==> src/hw/pas_params.svh <==
`ifndef PAS_PARAMS_SVH
`define PAS_PARAMS_SVH

`define PAS_CODE_W          10
`define PAS_IN_W            12
`define PAS_LATENCY         4
`define PAS_FIFO_DEPTH      16
`define PAS_ADDR_W          4
`define PAS_DATA_W          32

`define PAS_REG_CTRL        4'h0
`define PAS_REG_STATUS      4'h4
`define PAS_REG_DATA        4'h8
`define PAS_REG_LEVEL       4'hC

`define PAS_CTRL_CAPTURE    0
`define PAS_CTRL_FLUSH      1
`define PAS_CTRL_RST        1'h0

`define PAS_ST_OVERFLOW     0
`define PAS_ST_EMPTY        1
`define PAS_ST_FULL         2
`define PAS_ST_PWRDN        3
`define PAS_ST_EXT_REF      4
`define PAS_ST_BIAS_ON      5
`define PAS_ST_BANDGAP_ON   6
`define PAS_ST_VALID        7
`define PAS_ST_MODE_LSB     8
`define PAS_ST_SENSE_LSB    10

`define PAS_DATA_OVR        10
`define PAS_DATA_VALID      31

`define PAS_MODE_GND        2'h0
`define PAS_MODE_HALF       2'h1
`define PAS_SENSE_SUPPLY    2'h3

`define PAS_CODE_MIN        10'h000
`define PAS_CODE_MAX        10'h3FF

`endif

==> src/hw/pas_pkg.sv <==
`include "pas_params.svh"

package pas_pkg;

    typedef struct packed {
        logic                   over_range_flag;
        logic [`PAS_CODE_W-1:0] code;
    } pas_sample_t;

endpackage

==> src/hw/pas_quantizer.sv <==
`timescale 1ns/1ps
`include "pas_params.svh"

module pas_quantizer
    import pas_pkg::*;
#(
    parameter int IN_W = `PAS_IN_W
) (
    input  wire logic signed [IN_W-1:0] i_pos,
    input  wire logic signed [IN_W-1:0] i_neg,
    output pas_sample_t                 o_sample
);

    localparam int DW = IN_W + 1;
    localparam logic signed [DW:0] MID = (DW+1)'(1 << (`PAS_CODE_W - 1));
    localparam logic signed [DW:0] TOP = (DW+1)'((1 << `PAS_CODE_W) - 1);

    logic signed [DW-1:0] diff;
    logic signed [DW:0]   shifted;

    always_comb begin
        // the negative input enters subtracted, so it digitises inverted
        diff     = {i_pos[IN_W-1], i_pos} - {i_neg[IN_W-1], i_neg};
        shifted  = {diff[DW-1], diff} + MID;
        o_sample = '0;
        if (shifted < 0) begin
            o_sample.code = `PAS_CODE_MIN;
            o_sample.over_range_flag  = 1'b1;
        end else if (shifted > TOP) begin
            o_sample.code = `PAS_CODE_MAX;
            o_sample.over_range_flag  = 1'b1;
        end else begin
            o_sample.code = shifted[`PAS_CODE_W-1:0];
            o_sample.over_range_flag  = 1'b0;
        end
    end

endmodule

==> src/hw/pas_fifo.sv <==
`timescale 1ns/1ps

module pas_fifo #(
    parameter int W     = 11,
    parameter int DEPTH = 16
) (
    input  wire logic                       i_clk,
    input  wire logic                       i_sys_rst,
    input  wire logic                       i_flush,
    input  wire logic                       i_in_valid,
    output logic                            o_in_ready,
    input  wire logic [W-1:0]               i_in_data,
    output logic                            o_out_valid,
    input  wire logic                       i_out_ready,
    output logic [W-1:0]                    o_out_data,
    output logic [$clog2(DEPTH+1)-1:0]      o_level
);

    localparam int AW = $clog2(DEPTH);
    localparam int CW = $clog2(DEPTH+1);
    localparam logic [AW-1:0] LAST = AW'(DEPTH - 1);

    typedef struct packed {
        logic [AW-1:0] wp;
        logic [AW-1:0] rp;
        logic [CW-1:0] cnt;
    } pas_fifo_st_t;

    pas_fifo_st_t r;
    pas_fifo_st_t n;
    logic [W-1:0] mem [DEPTH];
    logic         push;
    logic         pop;

    assign o_in_ready  = (r.cnt != CW'(DEPTH));
    assign o_out_valid = (r.cnt != '0);
    assign o_out_data  = mem[r.rp];
    assign o_level     = r.cnt;
    assign push        = i_in_valid & o_in_ready & ~i_flush;
    assign pop         = o_out_valid & i_out_ready & ~i_flush;

    always_comb begin
        n = r;
        if (i_flush) begin
            n = '0;
        end else begin
            if (push) begin
                n.wp = (r.wp == LAST) ? '0 : r.wp + 1'b1;
            end
            if (pop) begin
                n.rp = (r.rp == LAST) ? '0 : r.rp + 1'b1;
            end
            n.cnt = r.cnt + CW'(push) - CW'(pop);
        end
    end

    always_ff @(posedge i_clk or posedge i_sys_rst) begin
        if (i_sys_rst) begin
            r <= '0;
        end else begin
            r <= n;
        end
    end

    always_ff @(posedge i_clk) begin
        if (push) begin
            mem[r.wp] <= i_in_data;
        end
    end

endmodule

==> src/hw/pas_adc_out.sv <==
`timescale 1ns/1ps
`include "pas_params.svh"

module pas_adc_out
    import pas_pkg::*;
#(
    parameter int IN_W       = `PAS_IN_W,
    parameter int LATENCY    = `PAS_LATENCY,
    parameter int FIFO_DEPTH = `PAS_FIFO_DEPTH
) (
    input  wire logic                   i_clk,
    input  wire logic                   i_sys_rst,
    input  wire logic signed [IN_W-1:0] i_analog_input_pos,
    input  wire logic signed [IN_W-1:0] i_analog_input_neg,
    input  wire logic                   i_out_enable_n,
    input  wire logic                   i_power_down_request,
    input  wire logic [1:0]             i_mode_strap,
    input  wire logic [1:0]             i_bandgap_select_strap,
    output logic [`PAS_CODE_W-1:0]      o_sample_code,
    output logic                        o_sample_oe,
    output logic                        o_sample_valid,
    output logic                        o_over_range_flag,
    output logic                        o_over_range_oe,
    output logic                        o_converting,
    output logic                        o_reference_buffer_en,
    output logic                        o_reference_pins_oe,
    output logic                        o_midscale_bias_output_oe,
    output logic                        o_bandgap_source_en,
    output logic                        o_bandgap_source_oe,
    output logic                        o_capture_ready,
    input  wire logic [`PAS_ADDR_W-1:0] i_avs_address,
    input  wire logic                   i_avs_read,
    input  wire logic                   i_avs_write,
    input  wire logic [`PAS_DATA_W-1:0] i_avs_writedata,
    input  wire logic [3:0]             i_avs_byteenable,
    output logic [`PAS_DATA_W-1:0]      o_avs_readdata,
    output logic                        o_avs_waitrequest
);

    localparam int CW = $clog2(FIFO_DEPTH+1);
    localparam int SW = $bits(pas_sample_t);

    typedef struct packed {
        pas_sample_t [LATENCY:0]  pipe;
        logic [LATENCY:0]         vld;
        logic [1:0]               mode;
        logic [1:0]               sense;
        logic                     capture;
        logic                     overflow;
        logic                     resp;
        logic [`PAS_DATA_W-1:0]   rdata;
        logic [1:0]               warm;
    } pas_state_t;

    pas_state_t             r;
    pas_state_t             n;
    pas_sample_t            q;
    pas_sample_t            fifo_out;
    logic [SW-1:0]          fifo_out_bits;
    logic                   fifo_valid;
    logic                   fifo_ready;
    logic [CW-1:0]          fifo_level;
    logic                   req;
    logic                   commit;
    logic                   fifo_push;
    logic                   fifo_pop;
    logic                   fifo_flush;
    logic                   ext_ref;
    logic                   bias_on;
    logic                   bandgap_on;
    logic [`PAS_DATA_W-1:0] rd_mux;

    pas_quantizer #(
        .IN_W (IN_W)
    ) u_quant (
        .i_pos    (i_analog_input_pos),
        .i_neg    (i_analog_input_neg),
        .o_sample (q)
    );

    pas_fifo #(
        .W     (SW),
        .DEPTH (FIFO_DEPTH)
    ) u_fifo (
        .i_clk       (i_clk),
        .i_sys_rst   (i_sys_rst),
        .i_flush     (fifo_flush),
        .i_in_valid  (fifo_push),
        .o_in_ready  (fifo_ready),
        .i_in_data   (r.pipe[LATENCY]),
        .o_out_valid (fifo_valid),
        .i_out_ready (fifo_pop),
        .o_out_data  (fifo_out_bits),
        .o_level     (fifo_level)
    );

    assign fifo_out = pas_sample_t'(fifo_out_bits);

    // strap decode, straps taken through a flop
    assign ext_ref    = (r.mode == `PAS_MODE_GND);
    assign bias_on    = !ext_ref && (r.mode != `PAS_MODE_HALF);
    assign bandgap_on = (r.sense != `PAS_SENSE_SUPPLY);

    assign req               = i_avs_read | i_avs_write;
    assign commit            = req & r.resp;
    assign o_avs_waitrequest = req & ~r.resp;
    assign o_avs_readdata    = r.rdata;

    assign fifo_push  = r.vld[LATENCY] & r.capture;
    assign fifo_pop   = commit & i_avs_read & (i_avs_address == `PAS_REG_DATA) & fifo_valid;
    assign fifo_flush = commit & i_avs_write & (i_avs_address == `PAS_REG_CTRL)
                        & i_avs_byteenable[0] & i_avs_writedata[`PAS_CTRL_FLUSH];

    always_comb begin
        rd_mux = '0;
        case (i_avs_address)
            `PAS_REG_CTRL: begin
                rd_mux[`PAS_CTRL_CAPTURE] = r.capture;
            end
            `PAS_REG_STATUS: begin
                rd_mux[`PAS_ST_OVERFLOW]   = r.overflow;
                rd_mux[`PAS_ST_EMPTY]      = ~fifo_valid;
                rd_mux[`PAS_ST_FULL]       = ~fifo_ready;
                rd_mux[`PAS_ST_PWRDN]      = i_power_down_request;
                rd_mux[`PAS_ST_EXT_REF]    = ext_ref;
                rd_mux[`PAS_ST_BIAS_ON]    = bias_on;
                rd_mux[`PAS_ST_BANDGAP_ON] = bandgap_on;
                rd_mux[`PAS_ST_VALID]      = r.vld[LATENCY];
                rd_mux[`PAS_ST_MODE_LSB+:2]  = r.mode;
                rd_mux[`PAS_ST_SENSE_LSB+:2] = r.sense;
            end
            `PAS_REG_DATA: begin
                rd_mux[`PAS_DATA_VALID]          = fifo_valid;
                rd_mux[`PAS_DATA_OVR]            = fifo_out.over_range_flag & fifo_valid;
                rd_mux[`PAS_CODE_W-1:0]          = fifo_valid ? fifo_out.code : '0;
            end
            `PAS_REG_LEVEL: begin
                rd_mux[CW-1:0] = fifo_level;
            end
            default: begin
                rd_mux = '0;
            end
        endcase
    end

    always_comb begin
        n       = r;
        n.mode  = i_mode_strap;
        n.sense = i_bandgap_select_strap;
        // edges since reset, only used to arm the checks
        if (!(&r.warm)) begin
            n.warm = r.warm + 2'h1;
        end
        if (!i_power_down_request) begin
            n.pipe[0] = q;
            n.vld[0]  = 1'b1;
            for (int i = 1; i <= LATENCY; i++) begin
                n.pipe[i] = r.pipe[i-1];
                n.vld[i]  = r.vld[i-1];
            end
        end else begin
            n.vld = '0;
        end
        n.resp = req & ~r.resp;
        if (req & ~r.resp) begin
            n.rdata = i_avs_read ? rd_mux : '0;
        end
        if (commit & i_avs_write & i_avs_byteenable[0]) begin
            if (i_avs_address == `PAS_REG_CTRL) begin
                n.capture = i_avs_writedata[`PAS_CTRL_CAPTURE];
            end
            if ((i_avs_address == `PAS_REG_STATUS) && i_avs_writedata[`PAS_ST_OVERFLOW]) begin
                n.overflow = 1'b0;
            end
        end
        // a dropped sample sets after the clear so it is never lost
        if (fifo_push & ~fifo_ready) begin
            n.overflow = 1'b1;
        end
    end

    always_ff @(posedge i_clk or posedge i_sys_rst) begin
        if (i_sys_rst) begin
            r         <= '0;
            r.capture <= `PAS_CTRL_RST;
        end else begin
            r <= n;
        end
    end

    assign o_sample_code             = r.pipe[LATENCY].code;
    assign o_over_range_flag         = r.pipe[LATENCY].over_range_flag;
    assign o_sample_valid            = r.vld[LATENCY];
    assign o_sample_oe               = ~i_out_enable_n;
    assign o_over_range_oe           = ~i_out_enable_n;
    assign o_converting              = ~i_power_down_request;
    assign o_reference_buffer_en     = ~ext_ref;
    assign o_reference_pins_oe       = ~ext_ref;
    assign o_midscale_bias_output_oe = bias_on;
    assign o_bandgap_source_en       = bandgap_on;
    assign o_bandgap_source_oe       = bandgap_on;
    assign o_capture_ready           = fifo_ready;

    // checks
    localparam int MID = 1 << (`PAS_CODE_W - 1);
    logic signed [IN_W+1:0] chk_diff;
    logic                   chk_armed;
    // checks wait three edges after reset, while pipeline stages 3 and 4 still hold reset words
    assign chk_armed = &r.warm;
    assign chk_diff = {{2{i_analog_input_pos[IN_W-1]}}, i_analog_input_pos}
                    - {{2{i_analog_input_neg[IN_W-1]}}, i_analog_input_neg};
endmodule

==> config.mk <==
export PLATFORM = sky130hd
export DESIGN_NAME = pas_adc_out
export DESIGN_NICKNAME = d
export VERILOG_FILES = /design/src/hw/pas_pkg.sv /design/src/hw/pas_quantizer.sv /design/src/hw/pas_fifo.sv /design/src/hw/pas_adc_out.sv
export VERILOG_INCLUDE_DIRS = /design/src /design/src/hw
export SDC_FILE = /design/constraint.sdc
export NUM_CORES = 1
export LEC_CHECK = 0
export BUFFER_PORTS_ARGS = -buffer_cell sky130_fd_sc_hd__buf_2
export CAP_MARGIN = 0
export CORE_MARGIN = 2
export CORE_UTILIZATION = 63
export CTS_CLUSTER_DIAMETER = 40
export DETAILED_ROUTE_END_ITERATION = 12
export GPL_TIMING_DRIVEN = 0
export PLACE_DENSITY = 0.85
export SYNTH_ARGS = -nofsm -noshare
export SYNTH_HDL_FRONTEND = slang
export SYNTH_HIERARCHICAL = 1
export SYNTH_SLANG_ARGS = --single-unit
==> constraint.sdc <==
create_clock -name i_clk -period 8.67 [get_ports i_clk]
set_clock_uncertainty 0.05 [all_clocks]
set_input_delay 1.3005 -clock i_clk [delete_from_list [all_inputs] [get_ports i_clk]]
set_output_delay 1.3005 -clock i_clk [all_outputs]
set_load 0.03 [all_outputs]
==> impl_metrics.json <==
{
  "status": "finished, final reports clean",
  "antenna_cells": 0,
  "fin_hold_ws_ps": 432,
  "dpl.cell_count": 1178,
  "ys_seq_elements": 269,
  "cts_sinks": 269,
  "clock_latency_ps": 540,
  "vias_per_cell": 5.92,
  "crit_fanout": 10,
  "crit_arrival_ps": 4500,
  "crit_chain": "buf_2 -> nor2_1 -> nand3_1 -> nor2_1 -> clkbuf_1 -> nor2_1 -> ha_1 -> inv_1 -> ha_1 -> fa_1 -> a21oi_1 -> nor2_1 -> or3_1 -> a21oi_1",
  "post-dp-hpwl_mm": 16.7,
  "synthCells": 823,
  "grt_max_degree": 59,
  "die_x_um": 143,
  "grt_antenna_before_repair": 0,
  "numPortBuffers": 74,
  "ys_types": 64,
  "cts_tree": "yes",
  "dieArea_um2": 20400,
  "min_period_ps": 4100,
  "final_common_cell": "edfxtp_1",
  "gp_congestion": 0.830,
  "met1_usage_pct": 34.7,
  "max_freq_mhz": 244,
  "coreArea_um2": 18800,
  "tightestPinTransition_ps": 1200,
  "synth_top_cell_by_area": "edfxtp_1",
  "synth_area_per_cell_um2": 14.8,
  "first_pass_iters": 5,
  "yosys_warnings": 6,
  "holdBufCountCts": 0,
  "p_per_area_nw_per_um2": 273,
  "std_cell_rows": 50,
  "vias": 7283,
  "cts_inserted_buffers": 29,
  "cts_setup_buffers": 0,
  "die-height_um": 143,
  "start_util_pct": 64.6,
  "grt_usage_pct": 25.3,
  "antenna_left": 0,
  "grt_pass1_wl_mm": 39.1,
  "drc_errors": 0,
  "slew_headroom_pct": 19.8,
  "hold_path.class": "reg2reg",
  "fin_setup_tns_ps": 0,
  "routedWlPerCell_um": 20.6,
  "netlist.area_leader.share_pct": 43.5,
  "ctsLongestPathBuffers": 3,
  "power_mw": 3.79,
  "finalMaxSlewViolations": 0,
  "drive_gt1_share_pct": 32.7,
  "wl_mm": 25.3,
  "grt-ovfl-total": 0,
  "clk_pin_slew_worst_paths_ps": 60,
  "slowest_delay_ps": 470,
  "critPathKind": "in2reg",
  "period_share_pct": 47.2,
  "grtUsageMet2_pct": 42.3,
  "cts_max_level": 1,
  "syn_area_um2": 12200,
  "critPathRequiredTime_ps": 9080,
  "critPathSlowestCell": "clkbuf_1",
  "ys_seq_area_share_pct": 62.6,
  "cts_resized": 0,
  "cap_violations": 0,
  "rsz0062_at_grt": "no",
  "root_buffer": "clkbuf_16",
  "async_flop_share_pct": 34.6,
  "start_kind": "input port",
  "io_pins": 128,
  "finalHoldViolCount": 0,
  "dp_slack_ps": 4070,
  "setup_viol": 0,
  "area_growth_syn_to_layout_pct": 14.1,
  "layout_common_cells": "176 x edfxtp_1, 93 x dfrtp_1, 89 x buf_2",
  "nets": 1060,
  "synth.area.top_cells": "edfxtp_1 43%, dfrtp_1 19%, mux2_2 7.2%, mux4_2 4.1%, ha_1 3.6%",
  "vdd_drop_max_mv": 0.217,
  "power.leakage_nw": 5.55,
  "synth_ff_type": "edfxtp_1",
  "synth-edff-count": 176,
  "met3_usage_pct": 3.45,
  "grt_pass1_vias": 7183,
  "setup_slack_ps": 4570,
  "top_usage_layer": "met2",
  "drt_iter0_drc": 623,
  "crit_path_end_kind": "flip-flop",
  "cp_common_cell": "nor2_1",
  "layoutNonFillerInstCount": 1231
}
==> synthesized netlist by cell type (3+ instances only) <==
cell type and instances:
buf_6 3, nor2b_1 9, xnor2_1 6, o21ai_0 5, a21oi_1 16, ha_1 35
nor3_1 20, buf_4 54, mux2i_1 23, nor2_1 28, dfrtp_1 93, o211ai_1 5
edfxtp_1 176, clkbuf_1 11, and2_1 6, a22o_1 12, o211ai_2 8, inv_1 36
a21o_1 6, o21ai_1 6, buf_2 15, nand2b_1 10, xor2_1 8, nand3_1 16
a31oi_1 11, a221o_1 11, mux4_2 22, o22ai_1 11, nand2_1 37, buf_1 3
mux2_2 78
==> power by group <==
group          internal (mW)  leakage [nW]  switching [mW]  total [mW]
Clock                  0.633         0.431           0.487        1.12
Combinational          0.405          2.42           0.440       0.845
Sequential              1.61          2.71           0.214        1.82
==> per-stage QoR <==
step | utilization [%] | cell area [um2]
after floorplan | - | 12200
after global placement | 68.6 | 12900
after detailed placement | 69.0 | 13000
after CTS | 73.7 | 13900
after global routing | 73.7 | 13900
final | 73.7 | 13900
==> critical path: cells and delay by family <==
family	cells	cell delay, ps
AOI/OAI and AO/OA	2	310
adders and majority gates	3	910
buffers and inverters	3	630
and+or+nand+nor	6	1340
==> cells by family after synthesis <==
group                      after synthesis  share of synthesized area [%]
xor gates and xnor gates                14                           1.01
adders and majority gates               37                           3.93
AOI/OAI and AO/OA                      108                           7.08
buffers and inverters                  123                           5.80
and+or+nand+nor                        146                           6.18
other                                    1                         0.0308
muxes                                  125                           13.4
DFF                                    269                           62.6
==> layer usage <==
metal / up-vias / share of wire, %
li1: 3271 / -
met1: 3610 / 39
met2: 354 / 50
met3: 48 / 7.5
met4: 0 / 2.9
met5: - / 0
==> worst paths after layout <==
kind | cells past startpoint | endpoint | slack, ps | start
max | 14 | u_fifo/o_level[4]$_DFF_PP0_ | 4570 | i_avs_address[1]
min | 2 | o_avs_readdata[11]$_DFFE_PP0P_ | 430 | o_avs_readdata[11]$_DFFE_PP0P_
max reg2reg | 18 | u_fifo/o_level[4]$_DFF_PP0_ | 4680 | u_fifo/o_level[2]$_DFF_PP0_
min reg2reg | 2 | o_avs_readdata[11]$_DFFE_PP0P_ | 430 | o_avs_readdata[11]$_DFFE_PP0P_
max in group asynchronous | 3 | r[79]$_DFFE_PP0N_ | 7300 | i_sys_rst
min in group asynchronous | 2 | r[44]$_DFF_PP0_ | 680 | i_sys_rst
==> state kept, by name, indices dropped and copies added (netlist names) <==
register           cells
u_fifo/mem           176
r                     55
o_avs_readdata        13
o_sample_code         10
u_fifo/r               8
u_fifo/o_level         5
o_over_range_flag      1
o_sample_valid         1
==> area by class of cell <==
cell class	instances	area (um2)
Multi-Input combinational cell	449	3930
Buffer	86	567
Sequential cell	269	7610
Clock buffer	38	769
Tap cell	260	325
Fill cell	1139	4960
Clock inverter	15	108
Timing Repair Buffer	77	417
Inverter	37	141
No activity file was read; power rests on OpenSTA's default activity.
